`config.mk`:
```
export PLATFORM = sky130hd
export DESIGN_NAME = dsia_top
export DESIGN_NICKNAME = d
export VERILOG_FILES = /design/src/dsia_pkg.sv /design/src/dsia_state_enc.sv /design/src/dsia_top.sv
export SDC_FILE = /design/constraint.sdc
export NUM_CORES = 1
export LEC_CHECK = 0
export BUFFER_PORTS_ARGS = -buffer_cell sky130_fd_sc_hd__buf_2
export CORE_ASPECT_RATIO = 0.8
export CORE_MARGIN = 1.5
export CORE_UTILIZATION = 40
export DETAILED_ROUTE_END_ITERATION = 6
export PLACE_DENSITY = 0.72
export REMOVE_ABC_BUFFERS = 1
export SLEW_MARGIN = 20
export SYNTH_ARGS = -nofsm -noshare
export SYNTH_HDL_FRONTEND = slang
export SYNTH_SLANG_ARGS = --single-unit
```
`constraint.sdc`:
```
create_clock -name clk_i -period 1.6 [get_ports clk_i]
set_input_delay 0.24 -clock clk_i [delete_from_list [all_inputs] [get_ports clk_i]]
set_output_delay 0.24 -clock clk_i [all_outputs]
set_load 0.02 [all_outputs]
```
`src/dsia_pkg.sv`:
```
// Notes on behaviour
// - three assembly formats: 70, 71, 101
// - 71 byte0: trip bit0, warning bit1
// - 71 byte0: forward bit2, reverse bit3
// - 71 ready bit4 when state 3-5
// - 71 bit5: run/stop from network
// - 71 bit6: reference from network
// - arrival flag: 71 bit7, 101 bit4
// - 101 byte0: fwd, rev, trip, bit3 unused
// - 101 eight bytes, frequency LSB first
// - 101 current in bytes 4, 5
// - 101 trip code byte6, byte7 unused
// - state code in byte1 of all
// - codes 0 stop, 1 run, 2 jog
// - code 3 stopped and coasting
// - code 4 during DC braking
// - restart matching: mode 03->5, 02->7
// - code 6 on power failure halt
// - code 8 waiting before restart
// - code 9 saving history; ignore reset
// - code 10 other trip condition
// - code 11 input under-voltage
package dsia_pkg;

    // ----------------------------------------------------------------
    // register map
    // ----------------------------------------------------------------
    localparam logic [7:0] ADR_CTRL     = 8'h00;
    localparam logic [7:0] ADR_STATUS   = 8'h04;
    localparam logic [7:0] ADR_ASM_LO   = 8'h08;
    localparam logic [7:0] ADR_ASM_HI   = 8'h0C;
    localparam logic [7:0] ADR_LEN      = 8'h10;

    localparam int CTRL_SEL_LSB  = 0;
    localparam int CTRL_MODE_LSB = 8;
    localparam int STAT_CODE_LSB = 0;
    localparam int STAT_B0_LSB   = 8;
    localparam int STAT_BUSY_BIT = 16;

    // ----------------------------------------------------------------
    // assembly selection and lengths
    // ----------------------------------------------------------------
    localparam logic [7:0] ASM_BASIC = 8'h46;
    localparam logic [7:0] ASM_EXT   = 8'h47;
    localparam logic [7:0] ASM_FULL  = 8'h65;
    localparam logic [7:0] ASM_RESET = ASM_EXT;
    localparam logic [3:0] LEN_SHORT = 4'h4;
    localparam logic [3:0] LEN_LONG  = 4'h8;

    // restart mode setting values
    localparam logic [1:0] RMODE_02    = 2'h2;
    localparam logic [1:0] RMODE_03    = 2'h3;
    localparam logic [1:0] RMODE_RESET = 2'h0;

    // ----------------------------------------------------------------
    // status byte bit positions
    // ----------------------------------------------------------------
    localparam int B71_TRIP  = 0;
    localparam int B71_WARN  = 1;
    localparam int B71_FWD   = 2;
    localparam int B71_REV   = 3;
    localparam int B71_READY = 4;
    localparam int B71_NCTL  = 5;
    localparam int B71_NREF  = 6;
    localparam int B71_ARR   = 7;
    localparam int B70_TRIP  = 0;
    localparam int B70_FWD   = 2;
    localparam int B101_FWD  = 0;
    localparam int B101_REV  = 1;
    localparam int B101_TRIP = 2;
    localparam int B101_ARR  = 4;
    localparam int B101_TERM = 5;

    // ----------------------------------------------------------------
    // drive state codes
    // ----------------------------------------------------------------
    localparam logic [7:0] ST_STOP     = 8'h00;
    localparam logic [7:0] ST_RUN      = 8'h01;
    localparam logic [7:0] ST_JOG      = 8'h02;
    localparam logic [7:0] ST_COAST    = 8'h03;
    localparam logic [7:0] ST_DCBRAKE  = 8'h04;
    localparam logic [7:0] ST_MATCH03  = 8'h05;
    localparam logic [7:0] ST_PWRFAIL  = 8'h06;
    localparam logic [7:0] ST_MATCH02  = 8'h07;
    localparam logic [7:0] ST_RWAIT    = 8'h08;
    localparam logic [7:0] ST_TRIPSAVE = 8'h09;
    localparam logic [7:0] ST_TRIP     = 8'h0A;
    localparam logic [7:0] ST_UNDERV   = 8'h0B;

endpackage

```
`src/dsia_state_enc.sv`:
```
`timescale 1ns/1ps
// ----------------------------------------------------------------
// drive state code encoder
// ----------------------------------------------------------------
module dsia_state_enc (
    input  wire logic       under_volt_i,
    input  wire logic       trip_saving_i,
    input  wire logic       trip_i,
    input  wire logic       pwr_fail_i,
    input  wire logic       restart_wait_i,
    input  wire logic       restart_match_i,
    input  wire logic [1:0] restart_mode_i,
    input  wire logic       dc_brake_i,
    input  wire logic       coast_i,
    input  wire logic       jog_i,
    input  wire logic       run_i,
    output logic      [7:0] code_o
);
    // priority: supply problems and trips mask any motion state
    always_comb
    begin
        if (under_volt_i)
            code_o = dsia_pkg::ST_UNDERV;
        else if (trip_saving_i)
            code_o = dsia_pkg::ST_TRIPSAVE;
        else if (trip_i)
            code_o = dsia_pkg::ST_TRIP;
        else if (pwr_fail_i)
            code_o = dsia_pkg::ST_PWRFAIL;
        else if (restart_wait_i)
            code_o = dsia_pkg::ST_RWAIT;
        else if (restart_match_i && restart_mode_i == dsia_pkg::RMODE_03)
            code_o = dsia_pkg::ST_MATCH03;
        else if (restart_match_i && restart_mode_i == dsia_pkg::RMODE_02)
            code_o = dsia_pkg::ST_MATCH02;
        else if (dc_brake_i)
            code_o = dsia_pkg::ST_DCBRAKE;
        else if (coast_i)
            code_o = dsia_pkg::ST_COAST;
        else if (jog_i)
            code_o = dsia_pkg::ST_JOG;
        else if (run_i)
            code_o = dsia_pkg::ST_RUN;
        else
            code_o = dsia_pkg::ST_STOP;
    end
endmodule

```
`src/dsia_top.sv`:
```
`timescale 1ns/1ps
module dsia_top (
    input  wire logic        clk_i,
    input  wire logic        rst_i,
    // ----------------------------------------------------------------
    // wishbone slave
    // ----------------------------------------------------------------
    input  wire logic        wb_cyc_i,
    input  wire logic        wb_stb_i,
    input  wire logic        wb_we_i,
    input  wire logic [7:0]  wb_adr_i,
    input  wire logic [31:0] wb_dat_i,
    input  wire logic [3:0]  wb_sel_i,
    output logic      [31:0] wb_dat_o,
    output logic             wb_ack_o,
    // ----------------------------------------------------------------
    // drive core status, same clock
    // ----------------------------------------------------------------
    input  wire logic        trip_i,
    input  wire logic        warning_i,
    input  wire logic        forward_running_flag_i,
    input  wire logic        reverse_running_flag_i,
    input  wire logic        jog_i,
    input  wire logic        coast_i,
    input  wire logic        dc_brake_i,
    input  wire logic        restart_match_i,
    input  wire logic        restart_wait_i,
    input  wire logic        pwr_fail_i,
    input  wire logic        trip_saving_i,
    input  wire logic        under_volt_i,
    input  wire logic        net_control_i,
    input  wire logic        net_reference_i,
    input  wire logic        at_target_i,
    input  wire logic        ramping_i,
    input  wire logic [15:0] freq_mon_i,
    input  wire logic [15:0] curr_mon_i,
    input  wire logic [7:0]  trip_code_i,
    input  wire logic        fault_reset_i,
    // input terminals from pins, asynchronous
    input  wire logic [2:0]  term_in_i,
    // ----------------------------------------------------------------
    // assembly byte stream toward the fieldbus engine
    // ----------------------------------------------------------------
    input  wire logic        frame_start_i,
    output logic             tx_valid_o,
    output logic      [7:0]  tx_data_o,
    output logic             tx_last_o,
    output logic             frame_busy_o,
    output logic             trip_reset_o
);

    // ----------------------------------------------------------------
    // state
    // ----------------------------------------------------------------
    typedef enum logic {
        DSIA_IDLE,
        DSIA_SEND
    } dsia_fsm_t;

    typedef struct packed {
        logic [7:0]      asm_sel;
        logic [1:0]      rmode;
        logic [2:0]      term_m;
        logic [2:0]      term_s;
        logic [7:0]      code;
        logic [7:0][7:0] live;
        logic [7:0][7:0] frame;
        logic [3:0]      len;
        dsia_fsm_t       fsm;
        logic [2:0]      idx;
        logic            tx_valid;
        logic [7:0]      tx_data;
        logic            tx_last;
        logic            ack;
        logic [31:0]     dat;
        logic            trip_reset;
    } dsia_state_t;

    dsia_state_t s_q;
    dsia_state_t s_d;
    logic [7:0]  code_w;

    dsia_state_enc u_enc (
        .under_volt_i    (under_volt_i),
        .trip_saving_i   (trip_saving_i),
        .trip_i          (trip_i),
        .pwr_fail_i      (pwr_fail_i),
        .restart_wait_i  (restart_wait_i),
        .restart_match_i (restart_match_i),
        .restart_mode_i  (s_q.rmode),
        .dc_brake_i      (dc_brake_i),
        .coast_i         (coast_i),
        .jog_i           (jog_i),
        .run_i           (forward_running_flag_i | reverse_running_flag_i),
        .code_o          (code_w)
    );

    // ----------------------------------------------------------------
    // helpers
    // ----------------------------------------------------------------
    function automatic logic valid_sel(input logic [7:0] sel);
        valid_sel = (sel == dsia_pkg::ASM_BASIC) || (sel == dsia_pkg::ASM_EXT) || (sel == dsia_pkg::ASM_FULL);
    endfunction

    function automatic logic [3:0] asm_len(input logic [7:0] sel);
        asm_len = (sel == dsia_pkg::ASM_FULL) ? dsia_pkg::LEN_LONG : dsia_pkg::LEN_SHORT;
    endfunction

    function automatic logic [31:0] pack_word(input logic [7:0][7:0] b, input logic hi);
        pack_word = hi ? {b[7], b[6], b[5], b[4]} : {b[3], b[2], b[1], b[0]};
    endfunction

    // ----------------------------------------------------------------
    // next state
    // ----------------------------------------------------------------
    logic        motion;
    logic        arrived;
    logic        ready;
    logic [7:0]  b0;
    logic        wb_req;

    always_comb
    begin
        s_d = s_q;

        // terminals are pins, so they pass two flops before use
        s_d.term_m = term_in_i;
        s_d.term_s = s_q.term_m;
        s_d.code   = code_w;

        motion  = forward_running_flag_i | reverse_running_flag_i;
        // a stopped or ramping drive never reports arrival
        arrived = at_target_i & motion & ~ramping_i;
        ready   = (s_q.code == dsia_pkg::ST_COAST) || (s_q.code == dsia_pkg::ST_DCBRAKE)
                  || (s_q.code == dsia_pkg::ST_MATCH03);

        b0 = 8'h00;
        unique case (s_q.asm_sel)
            dsia_pkg::ASM_FULL:
            begin
                b0[dsia_pkg::B101_FWD]  = forward_running_flag_i;
                b0[dsia_pkg::B101_REV]  = reverse_running_flag_i;
                b0[dsia_pkg::B101_TRIP] = trip_i;
                b0[dsia_pkg::B101_ARR]  = arrived;
                b0[dsia_pkg::B101_TERM +: 3] = s_q.term_s;
            end
            dsia_pkg::ASM_BASIC:
            begin
                b0[dsia_pkg::B70_TRIP] = trip_i;
                b0[dsia_pkg::B70_FWD]  = forward_running_flag_i;
            end
            default:
            begin
                b0[dsia_pkg::B71_TRIP]  = trip_i;
                b0[dsia_pkg::B71_WARN]  = warning_i;
                b0[dsia_pkg::B71_FWD]   = forward_running_flag_i;
                b0[dsia_pkg::B71_REV]   = reverse_running_flag_i;
                b0[dsia_pkg::B71_READY] = ready;
                b0[dsia_pkg::B71_NCTL]  = net_control_i;
                b0[dsia_pkg::B71_NREF]  = net_reference_i;
                b0[dsia_pkg::B71_ARR]   = arrived;
            end
        endcase

        s_d.live[0] = b0;
        s_d.live[1] = s_q.code;
        s_d.live[2] = freq_mon_i[7:0];
        s_d.live[3] = freq_mon_i[15:8];
        s_d.live[4] = 8'h00;
        s_d.live[5] = 8'h00;
        s_d.live[6] = 8'h00;
        s_d.live[7] = 8'h00;
        if (s_q.asm_sel == dsia_pkg::ASM_FULL)
        begin
            s_d.live[4] = curr_mon_i[7:0];
            s_d.live[5] = curr_mon_i[15:8];
            s_d.live[6] = trip_code_i;
        end
        s_d.len = asm_len(s_q.asm_sel);

        // a clear request during history saving is dropped, not held
        s_d.trip_reset = fault_reset_i && (s_q.code != dsia_pkg::ST_TRIPSAVE);

        // ------------------------------------------------------------
        // framer: snapshot keeps a frame coherent while it streams
        // ------------------------------------------------------------
        s_d.tx_valid = 1'b0;
        s_d.tx_last  = 1'b0;
        unique case (s_q.fsm)
            DSIA_IDLE:
            begin
                if (frame_start_i)
                begin
                    s_d.frame = s_q.live;
                    s_d.idx   = 3'h0;
                    s_d.fsm   = DSIA_SEND;
                end
            end
            DSIA_SEND:
            begin
                s_d.tx_valid = 1'b1;
                s_d.tx_data  = s_q.frame[s_q.idx];
                s_d.idx      = s_q.idx + 3'h1;
                if ({1'b0, s_q.idx} == s_q.len - 4'h1)
                begin
                    s_d.tx_last = 1'b1;
                    s_d.fsm     = DSIA_IDLE;
                end
            end
        endcase

        // ------------------------------------------------------------
        // wishbone: one wait state, unmapped reads return zero
        // ------------------------------------------------------------
        wb_req  = wb_cyc_i & wb_stb_i & ~s_q.ack;
        s_d.ack = wb_req;
        s_d.dat = 32'h0000_0000;
        if (wb_req)
        begin
            unique case (wb_adr_i)
                dsia_pkg::ADR_CTRL:
                begin
                    s_d.dat[dsia_pkg::CTRL_SEL_LSB +: 8]  = s_q.asm_sel;
                    s_d.dat[dsia_pkg::CTRL_MODE_LSB +: 2] = s_q.rmode;
                    // format only changes to a documented value
                    if (wb_we_i && wb_sel_i[0] && valid_sel(wb_dat_i[dsia_pkg::CTRL_SEL_LSB +: 8]))
                        s_d.asm_sel = wb_dat_i[dsia_pkg::CTRL_SEL_LSB +: 8];
                    if (wb_we_i && wb_sel_i[1])
                        s_d.rmode = wb_dat_i[dsia_pkg::CTRL_MODE_LSB +: 2];
                end
                dsia_pkg::ADR_STATUS:
                begin
                    s_d.dat[dsia_pkg::STAT_CODE_LSB +: 8] = s_q.live[1];
                    s_d.dat[dsia_pkg::STAT_B0_LSB +: 8]   = s_q.live[0];
                    s_d.dat[dsia_pkg::STAT_BUSY_BIT]      = (s_q.fsm == DSIA_SEND);
                end
                dsia_pkg::ADR_ASM_LO:
                    s_d.dat = pack_word(s_q.live, 1'b0);
                dsia_pkg::ADR_ASM_HI:
                    s_d.dat = pack_word(s_q.live, 1'b1);
                dsia_pkg::ADR_LEN:
                    s_d.dat[3:0] = s_q.len;
                default:
                    s_d.dat = 32'h0000_0000;
            endcase
        end
    end

    // ----------------------------------------------------------------
    // registers
    // ----------------------------------------------------------------
    always_ff @(posedge clk_i)
    begin
        if (rst_i)
        begin
            s_q            <= '0;
            s_q.asm_sel    <= dsia_pkg::ASM_RESET;
            s_q.rmode      <= dsia_pkg::RMODE_RESET;
            s_q.len        <= dsia_pkg::LEN_SHORT;
            s_q.fsm        <= DSIA_IDLE;
        end
        else
        begin
            s_q <= s_d;
        end
    end

    assign wb_dat_o     = s_q.dat;
    assign wb_ack_o     = s_q.ack;
    assign tx_valid_o   = s_q.tx_valid;
    assign tx_data_o    = s_q.tx_data;
    assign tx_last_o    = s_q.tx_last;
    // the busy flop is the fsm state itself
    assign frame_busy_o = (s_q.fsm == DSIA_SEND);
    assign trip_reset_o = s_q.trip_reset;

endmodule

```
==> qor.yml, run 1 <==
synth_area_um2: 6690
period_minus_slack_ns: 1.52
hold_viol: 0
via_per_inst: 4.86
instances_no_fill: 1035
setup_tns_ns: 0
avgRoutedWirePerCell_um: 15.4
critPathLaunchType: "flop"
root_buffer: "clkbuf_16"
io_pins: 155
clk_latency_ns: 0.43
start_util_pct: 40.7
fin_area_um2: 8130
power_density_nw_per_um2: 1110
switchingPower_mw: 2.04
row_count: 42
hold_path_class: "input pin to flop"
seqPwrFrac_pct: 49.6
port-buffer-count: 130
finalMaxSlewViolations: 0
p_comb_share_pct: 6.9
synth-main-ff-cell: "dfxtp_1"
areaGrowthSynthToFinish_pct: 21.5
power_switching_share_pct: 22.5
dp.cells: 997
reg2reg_slack_ns: 0.08
cts_tree: "built"
cts.path.max_buffers: 2
critPathCaptureType: "flop"
ir_drop_mv: 0.798
core-area_um2: 16400
reg2reg_to: "wb_dat_o[21]$_SDFF_PP0_"
drt_iter0_drc: 228
clock_power_share_pct: 43.5
async_flop_share_pct: 0
floorplan.die_area_um2: 17500
grt_use_total_pct: 19.0
ys_warn_count: 0
grt_pass1_vias: 4922
cts_setup_buffers: 0
drive_gt1_share_pct: 27.2
drv_cap: 0
p_leak_nw: 3.40
rsz0062_at_grt: "false"
vias: 5029
whs_path_depth: 2
cts_sinks: 174
r2r_cells: 5
path_class: "flop to flop"
fin_nets: 914
dr.pass1.iters: 4
hp-start: "curr_mon_i[14]"
synth_edf_count: 0
grt_max_degree: 43
status: "completed"
avgSynthCellArea_um2: 9.68
reg2reg_from: "wb_ack_o$_SDFF_PP0_"
fmax_ghz: 0.657
antenna_found_initial: 0
ys_ff_latch: 174
grt_overflow: 0
syn_inst: 691
worst_slew_pin_slew_ns: 0.492
yosys.cell_types.count: 56
die_h_um: 119
worstPathArrival_ns: 1.88
place_hpwl_mm: 11.5
routabilityCongestion: 0.853
ys_seq_area_share_pct: 52.1
htree_levels: 4
skew_ns: 0.00835
die_w_um: 148
intPower_mw: 7.01
drt-total-wl_mm: 15.9
max_slew_margin_pct: 66.3
placedInstanceArea_um2: 7480
drc: 0
cts.clk_slew.worst_paths_ns: 0.06
cp.required_ns: 1.96
drtAntennaViolNets: 0
setup_viol: 0
fin_crit_sh_pct: 95.1
whs_endpoint: "s_q[162]$_SDFF_PP0_"
cp_max_fo: 7
grt_pass1_wl_mm: 25.4
n_antenna_cell: 0
numCtsBuffers: 17
[layout make-up]
| type | instances | area [µm²] |
|---|---|---|
| repair buffers | 172 | 1050 |
| inverters | 8 | 30.0 |
| fillers | 1542 | 8320 |
| clock inverters | 9 | 86.3 |
| multi-input cells | 430 | 2720 |
| well taps | 220 | 275 |
| flip-flops and latches | 174 | 3480 |
| clock buffers | 22 | 484 |
[metrics by stage]
| stage | power, mW | hold slack [ns] | worst slack [ns] | util, % |
|---|---|---|---|---|
| 2_1_floorplan | 4.83 | 0.309 | -1.08 | - |
| 3_3_place_gp | 5.19 | 0.417 | -0.00474 | 45.5 |
| 3_5_place_dp | 5.20 | 0.425 | -0.0279 | 45.5 |
| 4_1_cts | 9.13 | 0.000115 | 0.0924 | 49.3 |
| 5_1_grt | 9.38 | 0.00414 | 0.00331 | 49.4 |
| 6_report | 9.05 | 0.0122 | 0.0791 | 49.4 |
[how the worst max path moves through the flow]
stage | cells past startpoint | end | slack, ns | from
6_report | 5 | wb_dat_o[21]$_SDFF_PP0_ | 0.08 | wb_ack_o$_SDFF_PP0_
5_1_grt | 4 | tx_data_o[2]$_SDFFE_PP0P_ | 0.003 | s_q[45]$_SDFFE_PP0P_
4_1_cts | 5 | wb_dat_o[17]$_SDFF_PP0_ | 0.09 | wb_ack_o$_SDFF_PP0_
3_5_place_dp | 6 | s_q[201]$_SDFFE_PP0P_ | -0.03 | wb_adr_i[0]
3_3_place_gp | 6 | s_q[201]$_SDFFE_PP0P_ | -0.005 | wb_adr_i[0]
2_1_floorplan | 3 | s_q[100]$_SDFFE_PP0P_ | -1.08 | frame_busy_o$_SDFF_PP0_
[synth_stat cells (3+ instances only)]
cell type / instances / area, µm²
a221oi_1: 5 / 43.8
mux2i_1: 22 / 220
and2_1: 37 / 231
nand3_1: 3 / 15.0
a22o_1: 5 / 43.8
inv_1: 6 / 22.5
o2bb2ai_1: 3 / 26.3
mux2_2: 3 / 33.8
nor3_1: 4 / 20.0
o21ai_1: 8 / 40.0
clkbuf_1: 20 / 75.1
a2111oi_1: 4 / 40.0
a31oi_1: 7 / 43.8
a22oi_1: 7 / 52.6
buf_4: 41 / 308
nand2b_1: 7 / 43.8
nor2b_1: 34 / 213
dfxtp_1: 174 / 3480
mux2_1: 10 / 113
buf_2: 16 / 80.1
nor3b_1: 7 / 52.6
nor2_1: 46 / 173
nand2_1: 112 / 420
mux4_2: 10 / 225
a21oi_1: 58 / 290
[layer usage]
layer | global-route usage (%) | vias up | wire length [µm] | share of wire [%]
met5 | 0 | - | 0 | 0
met4 | 5.88 | 0 | 184 | 1.2
met3 | 4.79 | 13 | 754 | 4.7
met2 | 29.4 | 130 | 7250 | 45
met1 | 25.9 | 2370 | 7760 | 49
li1 | - | 2516 | - | -
[kinds of logic after synthesis]
group | synth area share (%)
multiplexers | 8.85
flip-flops | 52.1
AO/OA/AOI/OAI | 10.4
AND/OR/NAND/NOR | 20.9
buffers and inverters | 7.48
XOR/XNOR | 0.131
adder cells (fa/ha/maj) | 0.187
[power by group through the flow]
stage	registers (mW)	clock network (mW)	logic [mW]
finish	4.49	3.93	0.628
global route	4.49	4.20	0.688
CTS	4.49	4.01	0.628
detailed placement	4.58	0	0.615
global placement	4.58	0	0.607
floorplan	4.60	0	0.233
[flip-flops by register name, indices dropped and copies added, names as in the netlist]
signal and count:
s_q 122, s_d 7, trip_reset_o 1, tx_data_o 8, tx_last_o 1, wb_dat_o 32, wb_ack_o 1, tx_valid_o 1
frame_busy_o 1
[worst max-delay path, cell delays in order, from the launching register on]
cell	delay, ns
dfxtp_1	0.32
and4bb_2	0.40
and4b_1	0.37
nand2_1	0.08
buf_4	0.18
nor2_1	0.11
[placed cells by master, fill, tap and decap left out, types with 3 or more instances in the layout]
cell type,instances
dfxtp_1,173
a22o_1,5
a21oi_1,58
clkinv_2,3
nor2_1,46
a31oi_1,6
clkbuf_16,17
a22oi_1,7
mux4_2,10
dlygate4sd3_1,7
nand2b_1,7
buf_4,31
inv_1,6
buf_2,129
o21ai_1,8
buf_12,5
nor3b_1,7
o2bb2ai_1,3
nand3_1,3
mux2_2,3
nor2b_1,33
a221oi_1,5
nand2_1,112
and2_1,37
clkbuf_8,4
clkinv_4,3
mux2_1,10
nor3_1,4
a2111oi_1,4
mux2i_1,22
[timing repair]
action | in CTS | in global routing
gates resized for setup | 1 | 1
hold buffers | 6 | 1
pin swaps | 0 | 0
setup endpoints to repair | 1 | 1
hold endpoints to repair | 6 | 1
(Power assumes the default switching activity.)
==> inputs of run 2 (changes only) <==
- ABC_CLOCK_PERIOD_IN_PS: unset -> 1600
- CORE_UTILIZATION: 40 -> 53
- PLACE_DENSITY: 0.72 -> 0.89
==> run 2 against run 1 <==
First-iteration DRC count is 89% higher. Global-route usage is 6.2 points higher. Clock skew is 0.0015 ns lower. Power is 2.1% higher. Critical path depth is 3 lower. Design area is 1.5% lower. Combinational power is 4.5% lower. Sequential cell count stayed put. Highest routed layer is now met5.
==> qor.yml, run 2 (same netlist as run 1, synthesis figures left out) <==
status: "completed"
numCtsBuffers: 17
reg2reg_to: "s_q[154]$_SDFF_PP0_"
critical_path_buf_inv_count: 2
regMostFlops: "s_q"
setup.worst_path.start: "frame_busy_o$_SDFF_PP0_"
reg2reg_slack_ns: 0.09
via_per_inst: 5.32
cts.path.max_buffers: 2
vias: 5187
grt_pass1_wl_mm: 25.2
multiInputGateArea_um2: 2720
power_density_nw_per_um2: 1150
final_common_cell: "dfxtp_1"
finalMaxSlewViolations: 0
layout_common_cells: "dfxtp_1 (172), buf_2 (129), nand2_1 (112)"
place_hpwl_mm: 11.0
n_antenna_cell: 0
root_buffer: "clkbuf_16"
row_count: 36
max_slew_margin_pct: 58.8
start_util_pct: 54.6
drv_cap: 0
ir_drop_mv: 0.804
whs_ns: 0.00393
drtAntennaViolNets: 0
post-route-util_pct: 65.3
fin_crit_sh_pct: 96.8
intPower_mw: 7.19
grt_use_total_pct: 25.2
power_switching_share_pct: 22.2
critPathLaunchType: "flop"
clk_latency_ns: 0.43
drive_gt1_share_pct: 27.2
cp_cell_sequence: "buf_4 > buf_2"
crit_end: "frame_busy_o"
fin_nets: 904
p_comb_share_pct: 6.5
cp_top_family: "flip-flops"
fmax_ghz: 0.645
setup_viol: 0
drt_iter0_drc: 432
floorplan.die_area_um2: 13300
worstPathArrival_ns: 1.31
die_w_um: 129
grt_max_degree: 73
largest_reg_flops: 122
seq_area_um2: 3490
setup_tns_ns: 0
worst_slew_pin_slew_ns: 0.603
skew_ns: 0.00681
clock_power_share_pct: 44.9
critPathCaptureType: "output pin"
cp_max_fo: 11
hold_path_class: "input pin to flop"
cts_sinks: 174
placedInstanceArea_um2: 7370
reg2reg_from: "s_q[203]$_SDFFE_PP0P_"
grt_pass1_vias: 5024
r2r_cells: 5
critical-path-slowest-cell: "dfxtp_2"
routabilityCongestion: 0.889
p_leak_nw: 3.36
areaGrowthSynthToFinish_pct: 19.6
cts.clk_slew.worst_paths_ns: 0.06
slowest_delay_ns: 0.47
hold_viol: 0
fin_area_um2: 8000
path_class: "flop to output pin"
rsz0062_at_grt: "false"
n_fill_cell: 989
drc: 0
io_pins: 155
switchingPower_mw: 2.05
seqPwrFrac_pct: 48.6
grt_overflow: 0
drt-total-wl_mm: 16.0
period_minus_slack_ns: 1.55
cp.required_ns: 1.36
die_h_um: 103
port-buffer-count: 130
core-area_um2: 12300
htree_levels: 4
antenna_found_initial: 1
avgRoutedWirePerCell_um: 16.4
cts_tree: "built"
dr.pass1.iters: 5
crit_cells: 2
[run 2: changes by cell type in the layout (fill, tap and decap cells not counted), moves of 2 or more]
cell | previous run | this run
clkinv_2 | 3 | 0
clkinvlp_4 | 2 | 4
dlygate4sd3_1 | 7 | 1
buf_4 | 31 | 28
[run 2: repair_timing]
item,CTS,global route
pin swaps,0,0
resized for setup,1,3
buffers inserted,0,0
endpoints found under the hold margin,0,1
endpoints found under the setup margin,1,8
hold buffers,0,1
[run 2: how the worst min path moves through the flow]
stage | startpoint | to | slack [ns] | cells past startpoint
6_report | trip_code_i[7] | s_q[171]$_SDFF_PP0_ | 0.004 | 2
3_5_place_dp | s_d[189]$_SDFF_PP0_ | s_q[189]$_SDFF_PP0_ | 0.43 | 1
3_3_place_gp | s_d[188]$_SDFF_PP0_ | s_q[188]$_SDFF_PP0_ | 0.42 | 1
4_1_cts | trip_code_i[7] | s_q[171]$_SDFF_PP0_ | 0.0008 | 2
5_1_grt | trip_code_i[1] | s_q[165]$_SDFF_PP0_ | 0.01 | 2
2_1_floorplan | rst_i | s_q[100]$_SDFFE_PP0P_ | 0.31 | 1
[run 2: worst reg2reg max path, stage by stage, from the launching register on]
cell	delay [ns]
dfxtp_1	0.33
nor4b_2	0.33
nand2_1	0.14
nor3_4	0.27
buf_12	0.20
and2_1	0.17
[run 2: power groups by stage]
stage | logic (mW) | clock network [mW] | registers, mW
after global placement | 0.575 | 0 | 4.58
final | 0.600 | 4.15 | 4.49
after detailed placement | 0.588 | 0 | 4.58
after CTS | 0.594 | 4.17 | 4.49
after global routing | 0.654 | 4.37 | 4.50
after floorplan | 0.233 | 0 | 4.60
[run 2: layer usage]
layer	GRT usage (%)	share of wire, %
met5	0	0.081
met4	10.1	1.8
met3	5.71	6.8
met2	42.9	48
met1	31.6	43
[run 2: final cells by class]
cell class | instances | share of cell area (%)
Sequential cell | 174 | 43.6
Multi-Input combinational cell | 430 | 34.0
Timing Repair Buffer | 162 | 11.8
Clock buffer | 22 | 6.18
Tap cell | 171 | 2.67
Clock inverter | 8 | 1.34
Inverter | 8 | 0.375
[run 2: through the flow]
| step | setup slack, ns | std cells | power (mW) |
|---|---|---|---|
| floorplan | -1.08 | 612 | 4.83 |
| global placement | 0.0553 | 944 | 5.15 |
| detailed placement | 0.0104 | 944 | 5.17 |
| CTS | 0.0148 | 974 | 9.25 |
| global route | 0.00878 | 975 | 9.52 |
| finish | 0.0505 | 975 | 9.24 |
